### src/verilog/gst_map.vh
// register offsets, field positions and timing constants for the switch timing status bank
`ifndef GST_MAP_VH
`define GST_MAP_VH

// ====================================================================
// register indices (printed offsets) and byte addresses
`define GST_IDX_PWM1_DELAY   5'h14
`define GST_IDX_PWM2_DELAY   5'h15
`define GST_IDX_PWM3_DELAY   5'h16
`define GST_IDX_PWM1_EDGE    5'h17
`define GST_IDX_PWM2_EDGE    5'h18
`define GST_IDX_PWM3_EDGE    5'h19
`define GST_ADDR_LSB         2
`define GST_ADDR_W           7

// ====================================================================
// field layout
`define GST_HI_MSB           15
`define GST_HI_LSB           8
`define GST_LO_MSB           7
`define GST_LO_LSB           0
`define GST_FIELD_W          8
`define GST_FIELD_MAX        8'hFF
`define GST_REG_RESET        16'h0000

// ====================================================================
// timing: one count is 62.5 ns; at 4 ns per clock that is 15.625 cycles
`define GST_STEP_PS          62500
`define GST_CLK_PS           4000
// a step counts from 0 to one below this value: 16 cycles, the least whole count
`define GST_STEP_CYC ((`GST_STEP_PS + `GST_CLK_PS - 1) / `GST_CLK_PS)

// ====================================================================
// axi responses
`define GST_RESP_OKAY        2'b00
`define GST_RESP_SLVERR      2'b10

`endif

### src/verilog/gst_interval.v
// measures one switching interval in steps of STEP_CYC clocks (16 by default, 64 ns at 4 ns per clock) with saturation
`timescale 1ns/1ns
`include "gst_map.vh"

module gst_interval #(
  parameter STEP_CYC = `GST_STEP_CYC
)(
  input  wire       aclk,
  input  wire       aresetn,
  input  wire       start,
  input  wire       stop,
  output reg  [7:0] count_q,
  output reg        done_q
);

  reg        run_q;
  reg [7:0]  cyc_q;
  reg [7:0]  cnt_q;
  wire       step_hit;

  assign step_hit = (cyc_q == STEP_CYC[7:0] - 8'h01);

  // ==================================================================
  // interval counter; start restarts, stop latches the result
  always @(posedge aclk)
  begin
    if (!aresetn)
    begin
      run_q   <= 1'b0;
      cyc_q   <= 8'h00;
      cnt_q   <= 8'h00;
      count_q <= 8'h00;
      done_q  <= 1'b0;
    end
    else
    begin
      done_q <= 1'b0;
      if (start)
      begin
        run_q <= 1'b1;
        cyc_q <= 8'h00;
        cnt_q <= 8'h00;
      end
      else if (run_q && stop)
      begin
        run_q   <= 1'b0;
        // the stop edge closes the last cycle of the interval
        if (step_hit && cnt_q != `GST_FIELD_MAX)
          count_q <= cnt_q + 8'h01;
        else
          count_q <= cnt_q;
        done_q  <= 1'b1;
      end
      else if (run_q)
      begin
        cyc_q <= step_hit ? 8'h00 : cyc_q + 8'h01;
        // stick at full scale instead of wrapping
        if (step_hit && cnt_q != `GST_FIELD_MAX)
          cnt_q <= cnt_q + 8'h01;
      end
    end
  end

endmodule

### src/verilog/gst_status_regs.v
// read-only switching timing status bank behind an axi4-lite slave
// Functional notes
// - ch1 turn-off delay in bits 15:8, 62.5 ns per count (here 16 clocks of 4 ns, 64 ns), read-only
// - ch1 turn-on delay in bits 7:0, 62.5 ns per count (here 16 clocks of 4 ns, 64 ns)
// - ch2 turn-off delay in bits 15:8, unsigned, 62.5 ns per count (here 16 clocks of 4 ns, 64 ns)
// - ch2 turn-on delay in bits 7:0, unsigned, 62.5 ns per count (here 16 clocks of 4 ns, 64 ns)
// - ch3 turn-off delay in bits 15:8, 62.5 ns per count (here 16 clocks of 4 ns, 64 ns)
// - ch3 turn-on delay in bits 7:0, 62.5 ns per count (here 16 clocks of 4 ns, 64 ns)
// - ch1 fall time in bits 15:8, 62.5 ns per count (here 16 clocks of 4 ns, 64 ns), read-only
// - ch1 rise time in bits 7:0, 62.5 ns per count (here 16 clocks of 4 ns, 64 ns), read-only
// - ch2 fall time in bits 15:8, 62.5 ns per count (here 16 clocks of 4 ns, 64 ns)
// - ch2 rise time in bits 7:0, 62.5 ns per count (here 16 clocks of 4 ns, 64 ns)
// - delay registers at 0x14, 0x15, 0x16, resetting to zero
// - edge time registers ch1 at 0x17, ch2 at 0x18, reset zero
// - ch3 fall/rise at 0x19, same layout, reset zero
//
// Decided for this implementation: the AXI4-Lite slave port.
`timescale 1ns/1ns
`include "gst_map.vh"

module gst_status_regs #(
  parameter NCH      = 3,
  parameter STEP_CYC = `GST_STEP_CYC
)(
  input  wire                      aclk,
  input  wire                      aresetn,
  // per channel: pwm command and sensed gate/switch-node markers
  input  wire [NCH-1:0]            pwm_in,
  input  wire [NCH-1:0]            sw_start_in,
  input  wire [NCH-1:0]            sw_done_in,
  // axi4-lite slave
  input  wire [`GST_ADDR_W-1:0]    s_axi_awaddr,
  input  wire                      s_axi_awvalid,
  output reg                       s_axi_awready,
  input  wire [31:0]               s_axi_wdata,
  input  wire [3:0]                s_axi_wstrb,
  input  wire                      s_axi_wvalid,
  output reg                       s_axi_wready,
  output reg  [1:0]                s_axi_bresp,
  output reg                       s_axi_bvalid,
  input  wire                      s_axi_bready,
  input  wire [`GST_ADDR_W-1:0]    s_axi_araddr,
  input  wire                      s_axi_arvalid,
  output reg                       s_axi_arready,
  output reg  [31:0]               s_axi_rdata,
  output reg  [1:0]                s_axi_rresp,
  output reg                       s_axi_rvalid,
  input  wire                      s_axi_rready
);

  // ==================================================================
  // pin synchronisers: two flops before any logic looks
  reg  [NCH-1:0] pwm_s1_q;
  reg  [NCH-1:0] pwm_s2_q;
  reg  [NCH-1:0] pwm_d_q;
  reg  [NCH-1:0] st_s1_q;
  reg  [NCH-1:0] st_s2_q;
  reg  [NCH-1:0] st_d_q;
  reg  [NCH-1:0] dn_s1_q;
  reg  [NCH-1:0] dn_s2_q;
  reg  [NCH-1:0] dn_d_q;

  always @(posedge aclk)
  begin
    if (!aresetn)
    begin
      pwm_s1_q <= {NCH{1'b0}};
      pwm_s2_q <= {NCH{1'b0}};
      pwm_d_q  <= {NCH{1'b0}};
      st_s1_q  <= {NCH{1'b0}};
      st_s2_q  <= {NCH{1'b0}};
      st_d_q   <= {NCH{1'b0}};
      dn_s1_q  <= {NCH{1'b0}};
      dn_s2_q  <= {NCH{1'b0}};
      dn_d_q   <= {NCH{1'b0}};
    end
    else
    begin
      pwm_s1_q <= pwm_in;
      pwm_s2_q <= pwm_s1_q;
      pwm_d_q  <= pwm_s2_q;
      st_s1_q  <= sw_start_in;
      st_s2_q  <= st_s1_q;
      st_d_q   <= st_s2_q;
      dn_s1_q  <= sw_done_in;
      dn_s2_q  <= dn_s1_q;
      dn_d_q   <= dn_s2_q;
    end
  end

  // ==================================================================
  // edge events, second synchroniser stage compared with its delayed copy
  wire [NCH-1:0] pwm_rise = pwm_s2_q & ~pwm_d_q;
  wire [NCH-1:0] pwm_fall = ~pwm_s2_q & pwm_d_q;
  wire [NCH-1:0] st_rise  = st_s2_q & ~st_d_q;
  wire [NCH-1:0] dn_rise  = dn_s2_q & ~dn_d_q;

  // ==================================================================
  // four measurements per channel: turn-on delay, turn-off delay,
  // rise time, fall time; a delay spans command edge to switch start,
  // an edge time spans switch start to switch done
  wire [8*NCH-1:0] ton_cnt;
  wire [8*NCH-1:0] toff_cnt;
  wire [8*NCH-1:0] rise_cnt;
  wire [8*NCH-1:0] fall_cnt;
  wire [NCH-1:0]   ton_done;
  wire [NCH-1:0]   toff_done;
  wire [NCH-1:0]   rise_done;
  wire [NCH-1:0]   fall_done;
  reg  [NCH-1:0]   dir_q;
  reg  [16*NCH-1:0] dly_q;
  reg  [16*NCH-1:0] edg_q;

  genvar g;
  generate
    for (g = 0; g < NCH; g = g + 1)
    begin : g_ch
      // counters saturate internally, never wrap
      gst_interval #(.STEP_CYC(STEP_CYC)) u_ton (
        .aclk    (aclk),
        .aresetn (aresetn),
        .start   (pwm_rise[g]),
        .stop    (st_rise[g]),
        .count_q (ton_cnt[8*g+7:8*g]),
        .done_q  (ton_done[g])
      );
      gst_interval #(.STEP_CYC(STEP_CYC)) u_toff (
        .aclk    (aclk),
        .aresetn (aresetn),
        .start   (pwm_fall[g]),
        .stop    (st_rise[g]),
        .count_q (toff_cnt[8*g+7:8*g]),
        .done_q  (toff_done[g])
      );
      gst_interval #(.STEP_CYC(STEP_CYC)) u_rise (
        .aclk    (aclk),
        .aresetn (aresetn),
        .start   (st_rise[g] & dir_q[g]),
        .stop    (dn_rise[g]),
        .count_q (rise_cnt[8*g+7:8*g]),
        .done_q  (rise_done[g])
      );
      gst_interval #(.STEP_CYC(STEP_CYC)) u_fall (
        .aclk    (aclk),
        .aresetn (aresetn),
        .start   (st_rise[g] & ~dir_q[g]),
        .stop    (dn_rise[g]),
        .count_q (fall_cnt[8*g+7:8*g]),
        .done_q  (fall_done[g])
      );

      // last commanded direction picks rise or fall timing
      // status fields load only on a completed measurement
      always @(posedge aclk)
      begin
        if (!aresetn)
        begin
          dir_q[g]              <= 1'b0;
          dly_q[16*g+15:16*g]   <= `GST_REG_RESET;
          edg_q[16*g+15:16*g]   <= `GST_REG_RESET;
        end
        else
        begin
          if (pwm_rise[g])
            dir_q[g] <= 1'b1;
          else if (pwm_fall[g])
            dir_q[g] <= 1'b0;
          // turn-off delay upper byte
          if (toff_done[g])
            dly_q[16*g+15:16*g+8] <= toff_cnt[8*g+7:8*g];
          // turn-on delay lower byte
          if (ton_done[g])
            dly_q[16*g+7:16*g] <= ton_cnt[8*g+7:8*g];
          // fall upper, rise lower
          if (fall_done[g])
            edg_q[16*g+15:16*g+8] <= fall_cnt[8*g+7:8*g];
          // rise time lower byte
          if (rise_done[g])
            edg_q[16*g+7:16*g] <= rise_cnt[8*g+7:8*g];
        end
      end
    end
  endgenerate

  // ==================================================================
  // write path: accept aw and w in either order, then answer; data are
  // dropped because every field here is read-only
  reg aw_got_q;
  reg w_got_q;
  reg aw_hit_q;
  wire [4:0] aw_idx = s_axi_awaddr[`GST_ADDR_W-1:`GST_ADDR_LSB];
  wire aw_map = (aw_idx >= `GST_IDX_PWM1_DELAY) &&
                (aw_idx <= `GST_IDX_PWM3_EDGE);

  always @(posedge aclk)
  begin
    if (!aresetn)
    begin
      s_axi_awready <= 1'b0;
      s_axi_wready  <= 1'b0;
      s_axi_bvalid  <= 1'b0;
      s_axi_bresp   <= `GST_RESP_OKAY;
      aw_got_q      <= 1'b0;
      w_got_q       <= 1'b0;
      aw_hit_q      <= 1'b0;
    end
    else
    begin
      s_axi_awready <= 1'b0;
      s_axi_wready  <= 1'b0;
      if (s_axi_awvalid && !aw_got_q && !s_axi_awready && !s_axi_bvalid)
      begin
        s_axi_awready <= 1'b1;
        aw_got_q      <= 1'b1;
        aw_hit_q      <= aw_map;
      end
      if (s_axi_wvalid && !w_got_q && !s_axi_wready && !s_axi_bvalid)
      begin
        s_axi_wready <= 1'b1;
        w_got_q      <= 1'b1;
      end
      if (aw_got_q && w_got_q && !s_axi_bvalid)
      begin
        s_axi_bvalid <= 1'b1;
        // mapped status registers answer okay, holes answer slverr
        s_axi_bresp  <= aw_hit_q ? `GST_RESP_OKAY : `GST_RESP_SLVERR;
        aw_got_q     <= 1'b0;
        w_got_q      <= 1'b0;
      end
      else if (s_axi_bvalid && s_axi_bready)
        s_axi_bvalid <= 1'b0;
    end
  end

  // ==================================================================
  // read path: decode index, upper 16 data bits read as zero
  wire [4:0] ar_idx = s_axi_araddr[`GST_ADDR_W-1:`GST_ADDR_LSB];
  reg  [15:0] rd_word;
  reg         rd_hit;

  always @*
  begin
    rd_word = 16'h0000;
    rd_hit  = 1'b1;
    case (ar_idx)
      `GST_IDX_PWM1_DELAY: rd_word = dly_q[15:0];
      `GST_IDX_PWM2_DELAY: rd_word = dly_q[31:16];
      `GST_IDX_PWM3_DELAY: rd_word = dly_q[47:32];
      `GST_IDX_PWM1_EDGE:  rd_word = edg_q[15:0];
      `GST_IDX_PWM2_EDGE:  rd_word = edg_q[31:16];
      `GST_IDX_PWM3_EDGE:  rd_word = edg_q[47:32];
      default:             rd_hit  = 1'b0;
    endcase
  end

  always @(posedge aclk)
  begin
    if (!aresetn)
    begin
      s_axi_arready <= 1'b0;
      s_axi_rvalid  <= 1'b0;
      s_axi_rdata   <= 32'h00000000;
      s_axi_rresp   <= `GST_RESP_OKAY;
    end
    else
    begin
      s_axi_arready <= 1'b0;
      // data follow the address handshake, never precede it
      if (s_axi_arvalid && s_axi_arready)
      begin
        s_axi_rvalid  <= 1'b1;
        s_axi_rdata   <= {16'h0000, rd_word};
        s_axi_rresp   <= rd_hit ? `GST_RESP_OKAY : `GST_RESP_SLVERR;
      end
      else if (s_axi_arvalid && !s_axi_rvalid)
        s_axi_arready <= 1'b1;
      else if (s_axi_rvalid && s_axi_rready)
        s_axi_rvalid <= 1'b0;
    end
  end

endmodule
### config.mk
export PLATFORM = sky130hd
export DESIGN_NAME = gst_status_regs
export DESIGN_NICKNAME = d
export VERILOG_FILES = /design/src/verilog/gst_interval.v /design/src/verilog/gst_status_regs.v
export VERILOG_INCLUDE_DIRS = /design/src /design/src/verilog
export SDC_FILE = /design/constraint.sdc
export NUM_CORES = 1
export LEC_CHECK = 0
export BUFFER_PORTS_ARGS = -buffer_cell sky130_fd_sc_hd__buf_4
export CAP_MARGIN = 20
export CORE_ASPECT_RATIO = 1.1
export CORE_UTILIZATION = 40
export CTS_BUF_LIST = sky130_fd_sc_hd__clkbuf_4 sky130_fd_sc_hd__clkbuf_8
export CTS_CLUSTER_SIZE = 14
export DETAILED_ROUTE_END_ITERATION = 6
export HOLD_SLACK_MARGIN = 0.02
export PLACE_DENSITY = 0.53
export SLEW_MARGIN = 20
export SYNTH_ARGS = -nofsm -noshare
export SYNTH_HDL_FRONTEND = slang
export SYNTH_SLANG_ARGS = --single-unit
### constraint.sdc
create_clock -name aclk -period 2.6 [get_ports aclk]
set_clock_uncertainty 0.15 [all_clocks]
set_input_delay 0.39 -clock aclk [delete_from_list [all_inputs] [get_ports aclk]]
set_output_delay 0.39 -clock aclk [all_outputs]
set_load 0.01 [all_outputs]
==> metrics.txt, run 1 <==
status complete, no violations; RSZ-0062 raised after global routing false; number of global-route vias before repair 16290; cell taking the most area after synthesis dfxtp_1; Worst Path Required 3.01 ns; share of cells above drive strength 1 11.8%; hold buffers post-CTS 18; Slew @ Worst Pin 0.836 ns; max frequency 0.419 GHz; register area share after synthesis 44.8%; WL per Instance 16.5 um; largest net degree at the start of global routing 61; Layout area overhead 13.7%; GRT overflow 0; Synth Warn # 0; Die Y 241 um; syn_area_per_cell about 9 um^2; min cycle time layout 2.39 ns; first-pass GRT wire length 83.3 mm; cell total after placement between 2000 and 3000; WL final 51.2 mm; number of synthesized flops with an enable pin 0; Post-Synthesis Cells 2331; CTS tree built; Hold/Removal Path Class input port to flop; Rows 87; Tcrit/Tclk final between 90% and 100%; total number of vias 17310; Register-to-Register Path Depth 5; setup TNS 0 ns; asr flop ratio synth 0%; CTS Sinks 464; Post-CTS Resized 0; die area 52800 um^2; DIE WIDTH between 200 and 250 um; CTS Buffer Depth 3; clk slew on worst S/H paths 0.06 ns; I/O Buffers 47; library cells used by synthesis 73; worst r2r src g_ch[0].u_ton.cyc_q[7]$_SDFFE_PP0P_; hold depth 3; CTS Root Cell clkbuf_8; R2R setup slack 0.21 ns; Critical Path Source Type flop; critical path class flop to flop; Lkg Pwr between 8 and 9 nW; antenna violations before repair 2; most frequent cells in the layout 464 x dfxtp_1, 223 x nor2_1, 188 x o21ai_0; Net count, final 2479; Slew Limit Fails 0; worst-path fanout max 17; top cells by area, synth dfxtp_1 45%, mux2i_1 5.5%, o21ai_0 4.5%; DRC Markers 0; Final Core Density 46.0%; DR vias/cell 5.57; crit path DAT 2.80 ns; Slew headroom 44.1%; Synth Register Bits 464; max-cap violation count 0; top flop regs dly_q: 48 flops, edg_q: 48 flops; Overall Global Routing Usage between 10% and 20%; # fillers 5015; Starting Density 40.4%; Skew-Pair Late Insertion Delay ~0.66 ns; routability congestion estimate about 0.82; share of the synthesized area in the top cell type around 45%; TritonRoute pass-1 iters 5; DR iter-0 viols 879; Max rail drop VDD 391 uV; final cell count without fillers 3107; Hold Crit Start aresetn; Synth Flop Type dfxtp_1; # IOs 107; reg-to-reg endpoint g_ch[0].u_ton.count_q[6]$_SDFFE_PN0P_; TritonCTS buffer count 81; Mapped Area 20700 um^2; final hold vios 0; dpl hpwl ~35 mm; most common cell after layout, fill and taps aside dfxtp_1; Setup Buffers After CTS 0; PwrDens between 600 and 700 nW/um^2; Core ar. about 50000 um^2; final setup fails 0; H-Tree Depth 3; WHS Endpoint dly_q[22]$_SDFFE_PN0P_; Routed Antenna Nets 0; crit end category flop
==> critical path, stage by stage, from the launching register on <==
cell     delay, ns
dfxtp_1       0.32
or4_4         0.54
a311o_1       0.52
buf_4         0.25
or3_1         0.36
a31oi_1       0.18
==> routing by layer <==
layer | wire, um | global-route usage (%) | vias to the layer above
met3 | 2480 | 3.65 | 72
met2 | 24000 | 32.5 | 313
met5 | 12 | 0 | -
met1 | 23600 | 24.7 | 8249
met4 | 1070 | 6.86 | 2
li1 | - | - | 8674
==> how the worst max path moves through the flow <==
stage / depth (start not counted) / start / end / slack, ns
after floorplan: 6 / g_ch[0].u_ton.cyc_q[7]$_SDFFE_PP0P_ / g_ch[0].u_ton.cnt_q[2]$_SDFFE_PP0P_ / 0.46
after global placement: 5 / g_ch[1].u_toff.cyc_q[4]$_SDFFE_PP0P_ / g_ch[1].u_toff.cnt_q[4]$_SDFFE_PP0P_ / 0.25
after detailed placement: 5 / g_ch[0].u_ton.cyc_q[7]$_SDFFE_PP0P_ / g_ch[0].u_ton.count_q[6]$_SDFFE_PN0P_ / 0.24
after CTS: 5 / g_ch[0].u_ton.cyc_q[7]$_SDFFE_PP0P_ / g_ch[0].u_ton.count_q[6]$_SDFFE_PN0P_ / 0.20
after global routing: 5 / g_ch[0].u_ton.cyc_q[7]$_SDFFE_PP0P_ / g_ch[0].u_ton.count_q[6]$_SDFFE_PN0P_ / 0.12
final: 5 / g_ch[0].u_ton.cyc_q[7]$_SDFFE_PP0P_ / g_ch[0].u_ton.count_q[6]$_SDFFE_PN0P_ / 0.21
==> cell families after synthesis <==
logic type,synth area share (%)
compound gates,17.7
simple gates,21.8
flops,44.8
mux,6.05
xor+xnor,3.67
fa+ha+maj,1.81
buf+inv,4.13
other cells,0.0181
==> power by group <==
group	internal [mW]	switching [mW]	total, mW
registers	7.18	0.0576	7.24
logic	0.186	0.324	0.510
clock network	3.94	2.97	6.91
==> metrics by stage <==
step | hold slack, ns | instance area [um^2] | worst slack, ns | power (mW)
4_1_cts | 0.117 | 23600 | 0.204 | 14.9
6_report | 0.141 | 23600 | 0.211 | 14.7
2_1_floorplan | 0.262 | 20800 | 0.458 | 7.69
3_5_place_dp | 0.269 | 21700 | 0.239 | 7.88
3_3_place_gp | 0.266 | 21700 | 0.251 | 7.87
5_1_grt | 0.137 | 23600 | 0.124 | 15.3
==> Yosys cell counts (all sizes together) (5+ instances only) <==
cell,number
a21oi,155
a221oi,11
a222oi,5
a22oi,11
a31o,9
a31oi,74
and2,66
and3,31
and3b,6
and4,5
buf,40
clkbuf,134
dfxtp,464
ha,30
inv,28
mux2i,114
mux4,5
nand2,105
nand2b,25
nand3,88
nand3b,6
nand4,51
nor2,223
nor2b,8
nor3b,8
nor4,14
nor4b,11
nor4bb,5
o211a,7
o211ai,7
o21ai,188
o2bb2ai,11
o311ai,6
o31ai,75
o41ai,16
or2,5
or3,67
or3b,9
or4,81
xnor2,37
xor2,50
==> area by class of cell <==
| cell class | instances | area (um^2) | area share (%) |
|---|---|---|---|
| multi-input cells | 1682 | 10700 | 45.2 |
| flip-flops and latches | 464 | 9290 | 39.4 |
| clock buffers | 130 | 1630 | 6.90 |
| repair buffers | 126 | 1020 | 4.31 |
| well taps | 667 | 835 | 3.54 |
| inverters | 28 | 108 | 0.456 |
| clock inverters | 9 | 53.8 | 0.228 |
| diodes | 1 | 2.50 | 0.0106 |
Note: power is estimated with default switching activity, not from simulation.
==> run 2: changes to the inputs <==
--- a/config.mk
+++ b/config.mk
@@ -9,10 +9,12 @@
 export BUFFER_PORTS_ARGS = -buffer_cell sky130_fd_sc_hd__buf_4
 export CAP_MARGIN = 20
 export CORE_ASPECT_RATIO = 1.1
+export CORE_MARGIN = 2
 export CORE_UTILIZATION = 40
 export CTS_BUF_LIST = sky130_fd_sc_hd__clkbuf_4 sky130_fd_sc_hd__clkbuf_8
 export CTS_CLUSTER_SIZE = 14
 export DETAILED_ROUTE_END_ITERATION = 6
+export GPL_TIMING_DRIVEN = 0
 export HOLD_SLACK_MARGIN = 0.02
 export PLACE_DENSITY = 0.53
 export SLEW_MARGIN = 20
==> run 2 against run 1 <==
Effect of this change:
- count of clock-buffer cells in the layout fell by 3
- critical path depth rose by 1
- critical endpoint is now edg_q[23]$_SDFFE_PN0P_
- highest routed layer is now met4
- worst setup slack got worse by 0.14 ns
- die area rose by 1.8%
- clock power rose by 5.9%
- hold slack improved by 0.14 ns
==> metrics.txt, run 2 (synthesis gave the netlist of run 1 again) <==
status complete, no violations (unchanged); # fillers 5046 (was 5015); Skew-Pair Late Insertion Delay 0.66 ns (about the same); PwrDens 630 nW/um^2 (was 621 nW/um^2); Rows 87 (unchanged); Routed Antenna Nets 0 (unchanged); GRT overflow 0 (unchanged); crit end category flop (unchanged); critical path class input port to flop (was flop to flop); DR iter-0 viols 1217 (was 879); Max rail drop VDD 364 uV (was 391 uV); Critical Path Source Type input port (was flop); cell total after placement 3061 (was 2949); setup TNS 0 ns (unchanged); WL final 59.4 mm (was 51.2 mm); Slew @ Worst Pin 1.03 ns (was 0.836 ns); crit path DAT 2.89 ns (was 2.80 ns); Core ar. 51300 um^2 (unchanged); Overall Global Routing Usage 21.6% (was 19.3%); final hold vios 0 (unchanged); number of global-route vias before repair 17316 (was 16290); met1 Usage GRT 27.3% (was 24.7%); CTS tree built (unchanged); Hold/Removal Path Class flop to flop (was input port to flop); TritonRoute pass-1 iters 5 (unchanged); most common cell after layout, fill and taps aside dfxtp_1 (unchanged); antenna violations before repair 6 (was 2); top flop regs dly_q: 48 flops, edg_q: 48 flops (unchanged); I/O Buffers 46 (was 47); WHS 0.280 ns (was 0.141 ns); TritonCTS buffer count 81 (unchanged); min cycle time layout 2.53 ns (was 2.39 ns); max-cap violation count 0 (unchanged); Layout area overhead 16.0% (was 13.7%); die area 53700 um^2 (was 52800 um^2); most frequent cells in the layout 464 x dfxtp_1, 223 x nor2_1, 185 x o21ai_0 (was 464 x dfxtp_1, 223 x nor2_1, 188 x o21ai_0); dpl ws -0.642 ns (was 0.239 ns); dpl hpwl 42.4 mm (was 35.4 mm); Lkg Pwr 8.13 nW (was 8.01 nW); Slew Limit Fails 0 (unchanged); Die Y 243 um (was 241 um); # IOs 107 (unchanged); met2 Use GR 36.0% (was 32.5%); DRC Markers 0 (unchanged); fin worst setup slack 0.0709 ns (was 0.211 ns); final cell count without fillers 3229 (was 3107); CTS Root Cell clkbuf_8 (unchanged); first-pass GRT wire length 93.1 mm (was 83.3 mm); WL per Instance 18.4 um (was 16.5 um); RSZ-0062 raised after global routing false (unchanged); CTS Buffer Depth 3 (unchanged); H-Tree Depth 3 (unchanged); CTS Sinks 464 (unchanged); total number of vias 18156 (was 17310); Worst Path Required 2.96 ns (was 3.01 ns); Starting Density 40.4% (unchanged); register area 9290 um^2 (unchanged); area occupied by multi-input gates 10700 um^2 (about the same); max frequency 0.395 GHz (was 0.419 GHz); Slew headroom 31.4% (was 44.1%); worst-path fanout max 10 (was 17); routing usage on met3 4.75% (was 3.65%); DIE WIDTH 221 um (was 219 um); share of cells above drive strength 1 10.7% (was 11.8%); DR vias/cell 5.62 (was 5.57); final setup fails 0 (unchanged); busiest grt layer met2 (unchanged); largest net degree at the start of global routing 12 (was 61); Tcrit/Tclk final 97.3% (was 91.9%); Net count, final 2595 (was 2479); clk slew on worst S/H paths 0.06 ns (about the same); routability congestion estimate 0.885 (was 0.822)
-- run 2: changes by cell type in the layout (fill, tap and decap cells not counted), sizes merged --
cell	previous run	this run
clkbuf	130	260
dlygate4sd3	18	20
clkinv	6	9
inv	29	31
clkdlybuf4s15	0	1
buf	108	88
clkinvlp	2	3
bufinv	0	2
diode	1	2
-- run 2: power by group --
group / switching (mW) / internal, mW / total, mW
combinational: 0.400 / 0.199 / 0.598
clock: 3.09 / 4.23 / 7.32
sequential: 0.0479 / 7.18 / 7.23
-- run 2: critical path, stage by stage --
cell and delay (ns):
buf_4 0.13, clkbuf_2 0.37, inv_1 0.25, clkdlybuf4s15_1 0.78, buf_1 0.82, nor2_1 0.12
-- run 2: layer usage --
| layer | share of wire, % | wire (um) |
|---|---|---|
| met1 | 44 | 26400 |
| met2 | 47 | 28000 |
| met3 | 5.9 | 3530 |
| met4 | 2.5 | 1470 |
| met5 | 0 | 0 |
-- run 2: cell type report --
cell class / count / share of cell area (%)
Buffer: 174 / 3.21
Clock inverter: 17 / 0.650
Tap cell: 667 / 3.47
Inverter: 28 / 0.437
Multi-Input combinational cell: 1682 / 44.4
Timing Repair Buffer: 68 / 2.33
Clock buffer: 127 / 6.85
Sequential cell: 464 / 38.6
Antenna cell: 2 / 0.0208
-- run 2: metrics by stage --
stage / util [%] / area [um^2] / total power [mW]
6_report: 46.9 / 24000 / 15.1
5_1_grt: 46.9 / 24000 / 15.7
4_1_cts: 46.8 / 24000 / 15.4
3_5_place_dp: 42.9 / 22000 / 7.95
3_3_place_gp: 42.9 / 22000 / 7.95
2_1_floorplan: - / 20800 / 7.69
-- run 2: worst paths after layout --
check | start | endpoint | slack (ns) | cells past startpoint
max | aresetn | edg_q[23]$_SDFFE_PN0P_ | 0.07 | 6
min | pwm_s1_q[1]$_SDFF_PN0_ | pwm_s2_q[1]$_SDFF_PN0_ | 0.28 | 1
max reg2reg | g_ch[0].u_ton.cyc_q[7]$_SDFFE_PP0P_ | g_ch[0].u_ton.cnt_q[2]$_SDFFE_PP0P_ | 0.16 | 6
min reg2reg | pwm_s1_q[1]$_SDFF_PN0_ | pwm_s2_q[1]$_SDFF_PN0_ | 0.28 | 1
-- run 2: what timing repair did --
item                                    4_1_cts  5_1_grt
cloned                                        0        0
pin swaps                                     2        0
buffers inserted                              2        0
hold buffers                                 20        0
hold endpoints to repair                     21        0
endpoints found under the setup margin       42       68
gates resized for setup                       3       24
